**src/logic/bridge_regs_defs.svh**
```systemverilog
// Offsets, field positions and reset values of the bridge register block
`ifndef BRIDGE_REGS_DEFS_SVH
`define BRIDGE_REGS_DEFS_SVH
`define UPLIM_HI_OFS   8'h58
`define MASK_GPIO_OFS  8'h64
`define UPLIM_HI_RST   32'h0000_0000
`define MASK_RST       6'h00
`define GPIO_FIELD_RST 4'h0
`define MASK_MSB       6
`define MASK_LSB       1
`define GPIO_CLR_MSB   11
`define GPIO_CLR_LSB   8
`define GPIO_SET_MSB   15
`define GPIO_SET_LSB   12
`define OE_CLR_MSB     19
`define OE_CLR_LSB     16
`define OE_SET_MSB     23
`define OE_SET_LSB     20
`define GPIO_IN_MSB    31
`define GPIO_IN_LSB    28
`define RSVD_LO_BIT    0
`define RSVD_HI_BIT    7
`define RSVD_GPIO_MSB  27
`define RSVD_GPIO_LSB  24
`define LANE_MASK      0
`define LANE_GPIO_DATA 1
`define LANE_GPIO_OE   2
`endif

```
**src/logic/bridge_regs_pkg.sv**
```systemverilog
// Shared types of the bridge register block
`default_nettype none
package bridge_regs_pkg;
	typedef logic [3:0] gpio_vec_type;
	typedef logic [6:1] event_vec_type;
	typedef logic [31:0] word_type;
endpackage : bridge_regs_pkg
`default_nettype wire

```
**src/logic/bridge_serr_mask_gpio_regs.sv**
```systemverilog
// Upper limit word, system error event mask and four-pin GPIO port
`default_nettype none
`include "bridge_regs_defs.svh"

module bridge_serr_mask_gpio_regs (
	input  wire logic                          mclk,         // PCI clock
	input  wire logic                          sys_rst,      // Bridge reset
	input  wire logic                          cfg_wr,       // Config write strobe
	input  wire logic                          cfg_rd,       // Config read strobe
	input  wire logic [7:0]                    cfg_addr,     // Dword byte offset
	input  wire logic [3:0]                    cfg_be,       // Byte enables
	input  wire bridge_regs_pkg::word_type     cfg_wdata,    // Write data
	output logic                               cfg_rvalid,   // Read data valid
	output bridge_regs_pkg::word_type          cfg_rdata,    // Read data
	input  wire bridge_regs_pkg::event_vec_type err_event,   // Error event pulses
	input  wire logic                          serr_enable,  // Command reg enable
	output logic                               primary_system_error_out_n, // Low on error
	output bridge_regs_pkg::word_type          upstream_limit_high, // Limit bits 63:32
	input  wire bridge_regs_pkg::gpio_vec_type gpio_in,      // Pin levels
	output bridge_regs_pkg::gpio_vec_type      gpio_out,     // Pin drive level
	output bridge_regs_pkg::gpio_vec_type      gpio_oe_n     // Low while driving
);

	// Set then clear, so clear wins on a shared bit
	function automatic bridge_regs_pkg::gpio_vec_type apply_w1(
		input bridge_regs_pkg::gpio_vec_type cur,
		input bridge_regs_pkg::gpio_vec_type set_bits,
		input bridge_regs_pkg::gpio_vec_type clr_bits
	);
		apply_w1 = (cur | set_bits) & ~clr_bits;
	endfunction : apply_w1

	function automatic logic hit(input logic [7:0] addr, input logic [7:0] ofs);
		hit = (addr == ofs);
	endfunction : hit

	bridge_regs_pkg::event_vec_type mask;
	bridge_regs_pkg::gpio_vec_type  clr_last;
	bridge_regs_pkg::gpio_vec_type  set_last;
	bridge_regs_pkg::gpio_vec_type  oe_clr_last;
	bridge_regs_pkg::gpio_vec_type  oe_set_last;
	bridge_regs_pkg::gpio_vec_type  out_data;
	bridge_regs_pkg::gpio_vec_type  out_en;
	bridge_regs_pkg::gpio_vec_type  pin_meta;
	bridge_regs_pkg::gpio_vec_type  pin_sync;
	bridge_regs_pkg::word_type      next_rdata;
	logic                           wr_lim;
	logic                           wr_gpio;
	logic                           fire;

	assign wr_lim  = cfg_wr && hit(cfg_addr, `UPLIM_HI_OFS);
	assign wr_gpio = cfg_wr && hit(cfg_addr, `MASK_GPIO_OFS);

	// Limit upper word, byte-wise
	always_ff @(posedge mclk or posedge sys_rst)
	begin
		if (sys_rst)
			upstream_limit_high <= `UPLIM_HI_RST;
		else if (wr_lim)
			for (int b = 0; b < 4; b++)
				if (cfg_be[b])
					upstream_limit_high[b*8 +: 8] <= cfg_wdata[b*8 +: 8];
	end

	// Event mask; bits 0 and 7 are not stored
	always_ff @(posedge mclk or posedge sys_rst)
	begin
		if (sys_rst)
			mask <= `MASK_RST;
		else if (wr_gpio && cfg_be[`LANE_MASK])
			mask <= cfg_wdata[`MASK_MSB:`MASK_LSB];
	end

	// Error output, one cycle low per gated event
	assign fire = serr_enable && |(err_event & ~mask);

	always_ff @(posedge mclk or posedge sys_rst)
	begin
		if (sys_rst)
			primary_system_error_out_n <= 1'b1;
		else
			primary_system_error_out_n <= ~fire;
	end

	// Last written values of the write-one fields
	always_ff @(posedge mclk or posedge sys_rst)
	begin
		if (sys_rst)
		begin
			clr_last <= `GPIO_FIELD_RST;
			set_last <= `GPIO_FIELD_RST;
		end
		else if (wr_gpio && cfg_be[`LANE_GPIO_DATA])
		begin
			clr_last <= cfg_wdata[`GPIO_CLR_MSB:`GPIO_CLR_LSB];
			set_last <= cfg_wdata[`GPIO_SET_MSB:`GPIO_SET_LSB];
		end
	end

	always_ff @(posedge mclk or posedge sys_rst)
	begin
		if (sys_rst)
		begin
			oe_clr_last <= `GPIO_FIELD_RST;
			oe_set_last <= `GPIO_FIELD_RST;
		end
		else if (wr_gpio && cfg_be[`LANE_GPIO_OE])
		begin
			oe_clr_last <= cfg_wdata[`OE_CLR_MSB:`OE_CLR_LSB];
			oe_set_last <= cfg_wdata[`OE_SET_MSB:`OE_SET_LSB];
		end
	end

	// Output data; zero bits leave the level alone
	always_ff @(posedge mclk or posedge sys_rst)
	begin
		if (sys_rst)
			out_data <= `GPIO_FIELD_RST;
		else if (wr_gpio && cfg_be[`LANE_GPIO_DATA])
			out_data <= apply_w1(out_data, cfg_wdata[`GPIO_SET_MSB:`GPIO_SET_LSB],
				cfg_wdata[`GPIO_CLR_MSB:`GPIO_CLR_LSB]);
	end

	// Direction; one means the pin is driven as an output
	always_ff @(posedge mclk or posedge sys_rst)
	begin
		if (sys_rst)
			out_en <= `GPIO_FIELD_RST;
		else if (wr_gpio && cfg_be[`LANE_GPIO_OE])
			out_en <= apply_w1(out_en, cfg_wdata[`OE_SET_MSB:`OE_SET_LSB],
				cfg_wdata[`OE_CLR_MSB:`OE_CLR_LSB]);
	end

	// Pins follow the registers directly, so a write shows on the same edge that stores it
	assign gpio_out  = out_data;
	assign gpio_oe_n = ~out_en;

	// Pin synchroniser
	always_ff @(posedge mclk or posedge sys_rst)
	begin
		if (sys_rst)
		begin
			pin_meta <= `GPIO_FIELD_RST;
			pin_sync <= `GPIO_FIELD_RST;
		end
		else
		begin
			pin_meta <= gpio_in;
			pin_sync <= pin_meta;
		end
	end

	// Read mux; unmapped offsets read zero
	always_comb
	begin
		next_rdata = '0;
		if (hit(cfg_addr, `UPLIM_HI_OFS))
			next_rdata = upstream_limit_high;
		else if (hit(cfg_addr, `MASK_GPIO_OFS))
		begin
			next_rdata[`MASK_MSB:`MASK_LSB]         = mask;
			next_rdata[`GPIO_CLR_MSB:`GPIO_CLR_LSB] = clr_last;
			next_rdata[`GPIO_SET_MSB:`GPIO_SET_LSB] = set_last;
			next_rdata[`OE_CLR_MSB:`OE_CLR_LSB]     = oe_clr_last;
			next_rdata[`OE_SET_MSB:`OE_SET_LSB]     = oe_set_last;
			next_rdata[`GPIO_IN_MSB:`GPIO_IN_LSB]   = pin_sync;
		end
	end

	always_ff @(posedge mclk or posedge sys_rst)
	begin
		if (sys_rst)
		begin
			cfg_rdata  <= '0;
			cfg_rvalid <= 1'b0;
		end
		else
		begin
			cfg_rvalid <= cfg_rd;
			if (cfg_rd)
				cfg_rdata <= next_rdata;
		end
	end
endmodule : bridge_serr_mask_gpio_regs
`default_nettype wire

```
**config.mk**
```make
export PLATFORM = sky130hd
export DESIGN_NAME = bridge_serr_mask_gpio_regs
export DESIGN_NICKNAME = d
export VERILOG_FILES = /design/src/logic/bridge_regs_pkg.sv /design/src/logic/bridge_serr_mask_gpio_regs.sv
export VERILOG_INCLUDE_DIRS = /design/src /design/src/logic
export SDC_FILE = /design/constraint.sdc
export NUM_CORES = 1
export LEC_CHECK = 0
export ABC_AREA = 0
export BUFFER_PORTS_ARGS = -buffer_cell sky130_fd_sc_hd__buf_4
export CAP_MARGIN = 20
export CORE_ASPECT_RATIO = 0.5
export CORE_MARGIN = 2
export CORE_UTILIZATION = 50
export DETAILED_ROUTE_END_ITERATION = 7
export PLACE_DENSITY = 0.79
export SYNTH_ARGS = -nofsm -noshare
export SYNTH_HDL_FRONTEND = slang
export SYNTH_SLANG_ARGS = --single-unit
```
**constraint.sdc**
```tcl
create_clock -name mclk -period 5.9 [get_ports mclk]
set_input_delay 1.77 -clock mclk [delete_from_list [all_inputs] [get_ports mclk]]
set_output_delay 1.77 -clock mclk [all_outputs]
set_load 0.01 [all_outputs]
```
==> flow_summary.json, run 1 <==
{
  "cts.sinks": 104,
  "cts_setup_buffers": 0,
  "startpoint_type": "input pin",
  "nNetsFinal": 474,
  "rsz0062_at_grt": "no",
  "r2r_cells": 2,
  "initial_core_util_pct": 51.8,
  "ys_types": 25,
  "setup_tns_ns": 0,
  "post_layout_nonfiller_instances": 532,
  "ir_worst_vdd_uv": 185,
  "min_path_cells": 0,
  "worstPathRequired_ns": 6.14,
  "clock-skew-final_ns": 0.00521,
  "syn_to_final_growth_pct": 33.8,
  "postCtsResizedCells": 0,
  "ant_nets": 0,
  "worst_slew_margin_rel_pct": 28.5,
  "multi_input_area_um2": 1450,
  "final_common_cell": "buf_4",
  "dieArea_um2": 9140,
  "drv_cap": 0,
  "p_per_area_nw_per_um2": 260,
  "setup_viol": 0,
  "htree_levels": 3,
  "grt_pass1_vias": 3213,
  "p_sw_uw": 317,
  "ctsRootBufferMaster": "clkbuf_16",
  "placementRows": 23,
  "fp.dieW_um": 133,
  "synth_cells": 287,
  "dpl.hpwl_mm": 7.27,
  "crit_type": "in2reg",
  "wl_mm": 10.6,
  "netlist_area_um2": 4180,
  "diodes": 0,
  "dp.cells": 515,
  "fill_cells": 597,
  "cts_max_path_buffers": 2,
  "dr.pass1.iters": 4,
  "drc_errors": 0,
  "viasPerCell": 5.67,
  "synth.net_count": 346,
  "clockPowerShare_pct": 41.8,
  "regArea_um2": 2600,
  "status": "completed",
  "p_leak_uw": 0.00282,
  "finalHoldViolCount": 0,
  "worstMarginPinSlew_ns": 1.07,
  "clock.fmax_mhz": 284,
  "drv_slew": 0,
  "layout_common_cells": "buf_4 (135), dfrtp_1 (103), mux2_2 (54)",
  "wl_per_cell_um": 20.0,
  "sw_frac_of_total_pct": 21.9,
  "power_frac_seq_pct": 50.9,
  "vias": 3017,
  "grt_max_degree": 58,
  "cts_tree": "built",
  "comb_power_share_pct": 7.3,
  "port_buffers": 132,
  "min_period_over_period_pct": 59.7,
  "end_kind": "register",
  "cts.clk_slew.worst_paths_ns": 0.07,
  "antenna_found_initial": 0,
  "synth-seq-cells": 104,
  "grt_pass1_wl_mm": 16.6,
  "fin_crit_ns": 3.52,
  "power.internal_uw": 1130,
  "io_pins": 133,
  "hold_path_class": "reg2reg",
  "crit_arrival_ns": 3.76,
  "drt_iter0_drc": 249,
  "core-area_um2": 8060,
  "gp_congestion": 0.788,
  "drive_gt1_share_pct": 51.4,
  "cts-hold-fix-buffers": 0,
  "die_y_um": 68.6,
  "cts_made_buffers": 9,
  "crit_path_max_fanout": 17,
  "grt-ovfl-total": 0,
  "seq_area_frac_synth_pct": 62.3,
  "track_usage_pct": 24.2,
  "yosysWarnings": 0,
  "syn_avg_cell_area_um2": 14.6,
  "clkLatencyLatePin_ns": 0.35
}
-- metal layers --
metal / vias up / wire (um) / GRT usage, %
met4: 0 / 148 / 9.44
met3: 15 / 651 / 7.75
met2: 89 / 5490 / 41.8
met1: 1574 / 4340 / 29.2
met5: - / 0 / 0
li1: 1339 / - / -
-- kinds of logic after synthesis --
family / after synthesis / share of synthesized area [%]
DFF: 104 / 62.3
and+or+nand+nor: 20 / 4.67
AOI/OAI and AO/OA: 78 / 14.8
buffers and inverters: 31 / 3.59
muxes: 54 / 14.6
-- cell type report --
type / count / share of cell area (%)
clock buffers: 14 / 4.73
repair buffers: 136 / 18.6
flip-flops and latches: 104 / 46.6
inverters: 12 / 0.851
well taps: 112 / 2.51
multi-input cells: 152 / 26.0
clock inverters: 2 / 0.672
-- registers in the layout, indices dropped and copies added (netlist names) --
name                        count
pin_sync                        4
oe_set_last                     4
oe_clr_last                     4
cfg_rdata                      32
cfg_rvalid                      1
clr_last                        4
primary_system_error_out_n      1
set_last                        4
upstream_limit_high            32
out_en                          4
mask                            6
pin_meta                        4
gpio_out                        4
-- critical path: stages --
cell	delay, ns
buf_4	0.12
nor4b_4	0.92
nand4_1	0.52
mux2_2	0.43
-- metrics by stage --
step	setup WS [ns]	cell area, um2	utilization [%]	hold slack, ns	total power (uW)
floorplan	1.40	4180	-	0.331	791
global placement	2.14	5260	65.2	0.334	850
detailed placement	2.04	5260	65.2	0.340	855
CTS	2.40	5560	69.0	0.354	1450
global route	2.25	5590	69.3	0.365	1500
finish	2.38	5590	69.3	0.350	1450
-- path summary, 6_finish.rpt --
check                            start                      to  slack [ns]
min reg2reg                pin_meta[3]             pin_sync[3]        0.35
max                        cfg_addr[1]                 mask[1]        2.38
max in group asynchronous      sys_rst            cfg_rdata[8]        3.29
max reg2reg                    mask[4]            cfg_rdata[5]        5.05
min in group asynchronous      sys_rst  upstream_limit_high[3]        1.49
min                        pin_meta[3]             pin_sync[3]        0.35
-- cells in the mapped netlist, drive strengths merged --
| master | count | area share (%) |
|---|---|---|
| a21oi | 8 | 0.96 |
| a22oi | 26 | 4.7 |
| a32o | 6 | 1.4 |
| a41oi | 8 | 1.7 |
| and2 | 9 | 1.4 |
| and4 | 2 | 0.54 |
| buf | 12 | 1.9 |
| clkbuf | 7 | 0.63 |
| dfrtp | 103 | 62 |
| dfstp | 1 | 0.63 |
| inv | 12 | 1.1 |
| mux2 | 54 | 15 |
| nand2 | 1 | 0.15 |
| nand4 | 5 | 1.6 |
| nor4b | 1 | 0.57 |
| nor4bb | 2 | 0.48 |
| o22ai | 3 | 0.45 |
| o2bb2ai | 26 | 5.5 |
| o31ai | 1 | 0.18 |
-- power by group through the flow --
stage | combinational (uW) | sequential [uW] | clock [uW]
after floorplan | 38.6 | 752 | 0
after global placement | 100 | 750 | 0
after global routing | 115 | 739 | 643
after detailed placement | 104 | 751 | 0
after CTS | 104 | 738 | 611
final | 105 | 738 | 606
Power figures use the tool's default switching activity.
==> inputs of run 2 (changes only) <==
==> constraint.sdc (replaced) <==
create_clock -name mclk -period 3.25 [get_ports mclk]
set_input_delay 0.975 -clock mclk [delete_from_list [all_inputs] [get_ports mclk]]
set_output_delay 0.975 -clock mclk [all_outputs]
set_load 0.01 [all_outputs]
==> flow_summary.json, run 2 (synthesized netlist as in run 1, its figures left out) <==
{
  "final_common_cell": "buf_4",
  "cts_made_buffers": 9,
  "clkLatencyLatePin_ns": 0.35,
  "dp.cells": 520,
  "port_buffers": 132,
  "grt_max_degree": 55,
  "vias": 3026,
  "initial_core_util_pct": 51.8,
  "layout_common_cells": "buf_4 (140), dfrtp_1 (103), mux2_2 (54)",
  "drive_gt1_share_pct": 52.5,
  "ctsRootBufferMaster": "clkbuf_16",
  "dieArea_um2": 9140,
  "clock.fmax_mhz": 431,
  "crit_type": "in2reg",
  "worstPathRequired_ns": 3.48,
  "dr.pass1.iters": 4,
  "nNetsFinal": 478,
  "cts.clk_slew.worst_paths_ns": 0.06,
  "antenna_found_initial": 0,
  "p_per_area_nw_per_um2": 466,
  "crit_path_max_fanout": 36,
  "syn_to_final_growth_pct": 33.9,
  "startpoint_type": "input pin",
  "grt_pass1_vias": 3079,
  "min_period_over_period_pct": 71.5,
  "crit_chain": "buf_4 > nor4bb_4 > buf_4 > nand4_2 > mux2_2",
  "fill_cells": 578,
  "cp_top_family": "simple AND/OR/NAND/NOR gates",
  "ir_worst_vdd_uv": 281,
  "rsz0062_at_grt": "no",
  "totalPowerFinal_uw": 2600,
  "fp.dieW_um": 133,
  "wl_mm": 10.3,
  "drt_iter0_drc": 254,
  "end_kind": "register",
  "die_y_um": 68.6,
  "io_pins": 133,
  "drv_slew": 0,
  "top_regs": "cfg_rdata: 32 flops, upstream_limit_high: 32 flops, mask: 6 flops",
  "htree_levels": 3,
  "core-area_um2": 8060,
  "postCtsResizedCells": 0,
  "dpl.hpwl_mm": 7.49,
  "max_stage_delay_ns": 0.43,
  "place_area_um2": 5300,
  "gp_congestion": 0.826,
  "track_usage_pct": 23.4,
  "grt-ovfl-total": 0,
  "diodes": 0,
  "hold_slack_ns": 0.353,
  "setup_tns_ns": 0,
  "worstMarginPinSlew_ns": 0.666,
  "cts_max_path_buffers": 2,
  "post_layout_nonfiller_instances": 535,
  "finalHoldViolCount": 0,
  "cts.sinks": 104,
  "hold_path_class": "reg2reg",
  "clock-skew-final_ns": 0.00509,
  "grt_pass1_wl_mm": 16.1,
  "design_area_um2": 5590,
  "drc_errors": 0,
  "crit_arrival_ns": 2.56,
  "setup_viol": 0,
  "ant_nets": 0,
  "slowest_stage": "buf_4",
  "cts_tree": "built",
  "placementRows": 23,
  "p_leak_uw": 0.00283,
  "wl_per_cell_um": 19.3,
  "drv_cap": 0,
  "viasPerCell": 5.66,
  "cpMostUsedCell": "buf_4",
  "fin_crit_ns": 2.32,
  "cts_setup_buffers": 0,
  "crit_buf_inv": 2,
  "worst_slew_margin_rel_pct": 55.6,
  "status": "completed",
  "cts-hold-fix-buffers": 0
}
## run 2: cell count changes in the layout (fill, tap and decap cells not counted), sizes merged
cell	change
clkbuf	-4
inv	-1
clkinv	+4
buf	+4
## run 2: metrics by stage
stage          utilization (%)  setup WS, ns
2_1_floorplan                -         0.930
3_3_place_gp              65.7         0.655
3_5_place_dp              65.7         0.558
4_1_cts                   69.4         0.926
5_1_grt                   69.4         0.841
6_report                  69.4         0.927
## run 2: path summary, 6_finish.rpt
kind / slack (ns) / depth (start not counted) / start / end
max in group asynchronous: 1.96 / 3 / sys_rst / pin_sync[3]
worst min-delay path: 0.35 / 0 / pin_meta[3] / pin_sync[3]
worst max-delay path: 0.93 / 5 / cfg_addr[5] / upstream_limit_high[19]
worst max register to register: 2.36 / 2 / oe_set_last[0] / cfg_rdata[20]
worst min register to register: 0.35 / 0 / pin_meta[3] / pin_sync[3]
min in group asynchronous: 0.82 / 3 / sys_rst / cfg_rdata[16]
## run 2: where the power goes
group	internal, uW	total [uW]	switching [uW]	leakage [uW]
clock	613	1080	462	0.000148
combinational	93.2	189	95.4	0.00126
sequential	1320	1340	17.9	0.00142
total	2030	2600	576	0.00283
## run 2: per-layer routing
layer | GRT usage, % | share of wire [%]
met4 | 5.98 | 0.96
met3 | 6.65 | 5.8
met1 | 28.9 | 41
met5 | 0 | 0
met2 | 41.8 | 52
## run 2: layout make-up
| type | count | area (um2) | area share, % |
|---|---|---|---|
| multi-input combinational | 152 | 1450 | 26.0 |
| timing repair buffer | 140 | 1050 | 18.8 |
| sequential | 104 | 2600 | 46.6 |
| inverter | 12 | 48.8 | 0.872 |
| tap | 112 | 140 | 2.51 |
| clock inverter | 5 | 57.6 | 1.03 |
| clock buffer | 10 | 239 | 4.27 |
==> inputs of run 3 (changes only) <==
--- a/config.mk
+++ b/config.mk
@@ -6,14 +6,14 @@
 export SDC_FILE = /design/constraint.sdc
 export NUM_CORES = 1
 export LEC_CHECK = 0
-export ABC_AREA = 0
+export ABC_AREA = 1
 export BUFFER_PORTS_ARGS = -buffer_cell sky130_fd_sc_hd__buf_4
 export CAP_MARGIN = 20
 export CORE_ASPECT_RATIO = 0.5
 export CORE_MARGIN = 2
 export CORE_UTILIZATION = 50
 export DETAILED_ROUTE_END_ITERATION = 7
-export PLACE_DENSITY = 0.79
+export PLACE_DENSITY = 0.77
 export SYNTH_ARGS = -nofsm -noshare
 export SYNTH_HDL_FRONTEND = slang
 export SYNTH_SLANG_ARGS = --single-unit
==> constraint.sdc (replaced) <==
create_clock -name mclk -period 2.4 [get_ports mclk]
set_input_delay 0.72 -clock mclk [delete_from_list [all_inputs] [get_ports mclk]]
set_output_delay 0.72 -clock mclk [all_outputs]
set_load 0.01 [all_outputs]
==> flow_summary.json, run 3 <==
{
  "grt_pass1_wl_mm": 20.3,
  "fp.dieW_um": 141,
  "core-area_um2": 8950,
  "wl_mm": 12.5,
  "synth_edf_count": 0,
  "clock-skew-final_ns": 0.0102,
  "ir_worst_vdd_uv": 346,
  "crit_path_max_fanout": 1,
  "drv_slew": 0,
  "synth_common_cells": "nand2_1 (250), dfrtp_1 (103), nand3_1 (63)",
  "grt_busiest_layer": "met2",
  "syn_avg_cell_area_um2": 8.24,
  "cts_tree": "built",
  "seq_area_frac_synth_pct": 55.2,
  "hold_path_class": "reg2reg",
  "htree_levels": 3,
  "crit_type": "reg2out",
  "rr_endpoint": "cfg_rdata[21]",
  "grt_pass1_vias": 4083,
  "crit_chain": "buf_4",
  "cts-hold-fix-buffers": 0,
  "hold_start": "pin_meta[3]",
  "cp_top_family": "flip-flops",
  "max_stage_delay_ns": 0.52,
  "r2r_start": "upstream_limit_high[21]",
  "die_y_um": 72.7,
  "synthArstFlopShare_pct": 100,
  "dr.pass1.iters": 5,
  "totalPowerFinal_uw": 3480,
  "grt_max_degree": 105,
  "port_buffers": 132,
  "holdPathEnd": "pin_sync[3]",
  "layout_common_cells": "nand2_1 (250), buf_4 (144), dfrtp_1 (103)",
  "final_common_cell": "nand2_1",
  "synth.net_count": 632,
  "track_usage_pct": 25.6,
  "end_kind": "output pin",
  "gp_congestion": 0.827,
  "cts_setup_buffers": 0,
  "rsz0062_at_grt": "no",
  "yosysWarnings": 0,
  "synth-seq-cells": 104,
  "synth_cells": 573,
  "ctsRootBufferMaster": "clkbuf_16",
  "placementRows": 24,
  "status": "completed",
  "fin_crit_ns": 1.70,
  "min_path_cells": 0,
  "grt.met3_usage_pct": 6.10,
  "p_per_area_nw_per_um2": 575,
  "io_pins": 133,
  "ant_nets": 0,
  "drc_errors": 0,
  "drv_cap": 0,
  "cts_max_path_buffers": 2,
  "grt_util_met2_pct": 42.2,
  "yosys.area.top_type": "dfrtp_1",
  "grt_util_met1_pct": 34.2,
  "diodes": 0,
  "drive_gt1_share_pct": 24.7,
  "cts.clk_slew.worst_paths_ns": 0.07,
  "netlist_area_um2": 4720,
  "synth_area_leaders": "dfrtp_1 (55%), nand2_1 (20%), nand4_1 (8.2%), nand3_1 (6.7%), buf_2 (2.2%)",
  "min_period_over_period_pct": 71.0,
  "fill_cells": 760,
  "wl_per_cell_um": 15.4,
  "slowest_stage": "dfstp_2",
  "crit_arrival_ns": 0.98,
  "crit_buf_inv": 1,
  "setup_viol": 0,
  "grt-ovfl-total": 0,
  "cts_made_buffers": 9,
  "nNetsFinal": 750,
  "worst_slew_margin_rel_pct": 62.8,
  "ys_types": 18,
  "viasPerCell": 5.35,
  "r2r_cells": 4,
  "vias": 4348,
  "syn_to_final_growth_pct": 28.1,
  "worstPathRequired_ns": 1.68,
  "startpoint_type": "register",
  "cts.sinks": 104,
  "antenna_found_initial": 0,
  "postCtsResizedCells": 0,
  "clock.fmax_mhz": 587,
  "worstMarginPinSlew_ns": 0.558,
  "netlist.area_leader.share_pct": 54.6,
  "synth_most_common_cell": "nand2_1",
  "drt_iter0_drc": 305,
  "finalHoldViolCount": 0,
  "setup_tns_ns": 0,
  "initial_core_util_pct": 52.8,
  "top_regs": "cfg_rdata: 32 flops, upstream_limit_high: 32 flops, mask: 6 flops",
  "clkLatencyLatePin_ns": 0.35,
  "synth_ff_type": "dfrtp_1",
  "dieArea_um2": 10300,
  "p_leak_uw": 0.00346,
  "dpl.hpwl_mm": 8.49,
  "worst-r2r-setup-slack_ns": 1.58
}
[run 3: cell count changes after synthesis, moves of 9 or more]
cell | before | now
a22oi_1 | 26 | 0
buf_2 | 3 | 21
inv_1 | 12 | 21
mux2_2 | 54 | 0
nand2_1 | 0 | 250
nand3_1 | 0 | 63
nand4_1 | 1 | 62
nor2_1 | 0 | 21
o2bb2ai_1 | 26 | 0
[run 3: area by class of cell]
cell class	count	area (um2)	share of cell area [%]
clock inverter	5	41.3	0.683
sequential	104	2600	43.0
clock buffer	11	233	3.85
timing repair buffer	146	1120	18.5
tap	117	146	2.42
inverter	22	86.3	1.43
multi-input combinational	408	1820	30.1
[run 3: metrics by stage]
step                area [um2]  setup WS, ns  instances  hold WS, ns  utilization [%]
global route              6050         0.665        813        0.349             67.6
finish                    6050         0.697        813        0.338             67.6
CTS                       6050         0.683        813        0.340             67.6
detailed placement        5780         0.447        797        0.336             64.5
floorplan                 4720         0.435        573        0.331                -
global placement          5780         0.484        797        0.334             64.5
[run 3: worst max path at each step]
| stage | depth (start not counted) | end | slack [ns] | from |
|---|---|---|---|---|
| floorplan | 1 | cfg_rdata[0] | 0.44 | sys_rst |
| global placement | 7 | upstream_limit_high[21] | 0.48 | cfg_addr[1] |
| detailed placement | 7 | upstream_limit_high[15] | 0.45 | cfg_addr[1] |
| CTS | 1 | primary_system_error_out_n | 0.68 | primary_system_error_out_n |
| global route | 7 | upstream_limit_high[21] | 0.67 | cfg_addr[1] |
| finish | 1 | primary_system_error_out_n | 0.70 | primary_system_error_out_n |
[run 3: metal layers]
| metal | vias to the layer above | wire length [um] |
|---|---|---|
| met5 | - | 0 |
| met4 | 0 | 153 |
| met3 | 16 | 973 |
| met2 | 158 | 5890 |
| met1 | 2054 | 5480 |
| li1 | 2120 | - |
[run 3: power by group]
part / switching [uW] / internal (uW)
combinational: 175 / 117
clock: 658 / 714
sequential: 24.9 / 1790
[run 3: cell families after synthesis]
group | synth area share (%)
AO/OA/AOI/OAI | 0.398
AND/OR/NAND/NOR | 38.0
buffers and inverters | 6.44
flip-flops | 55.2
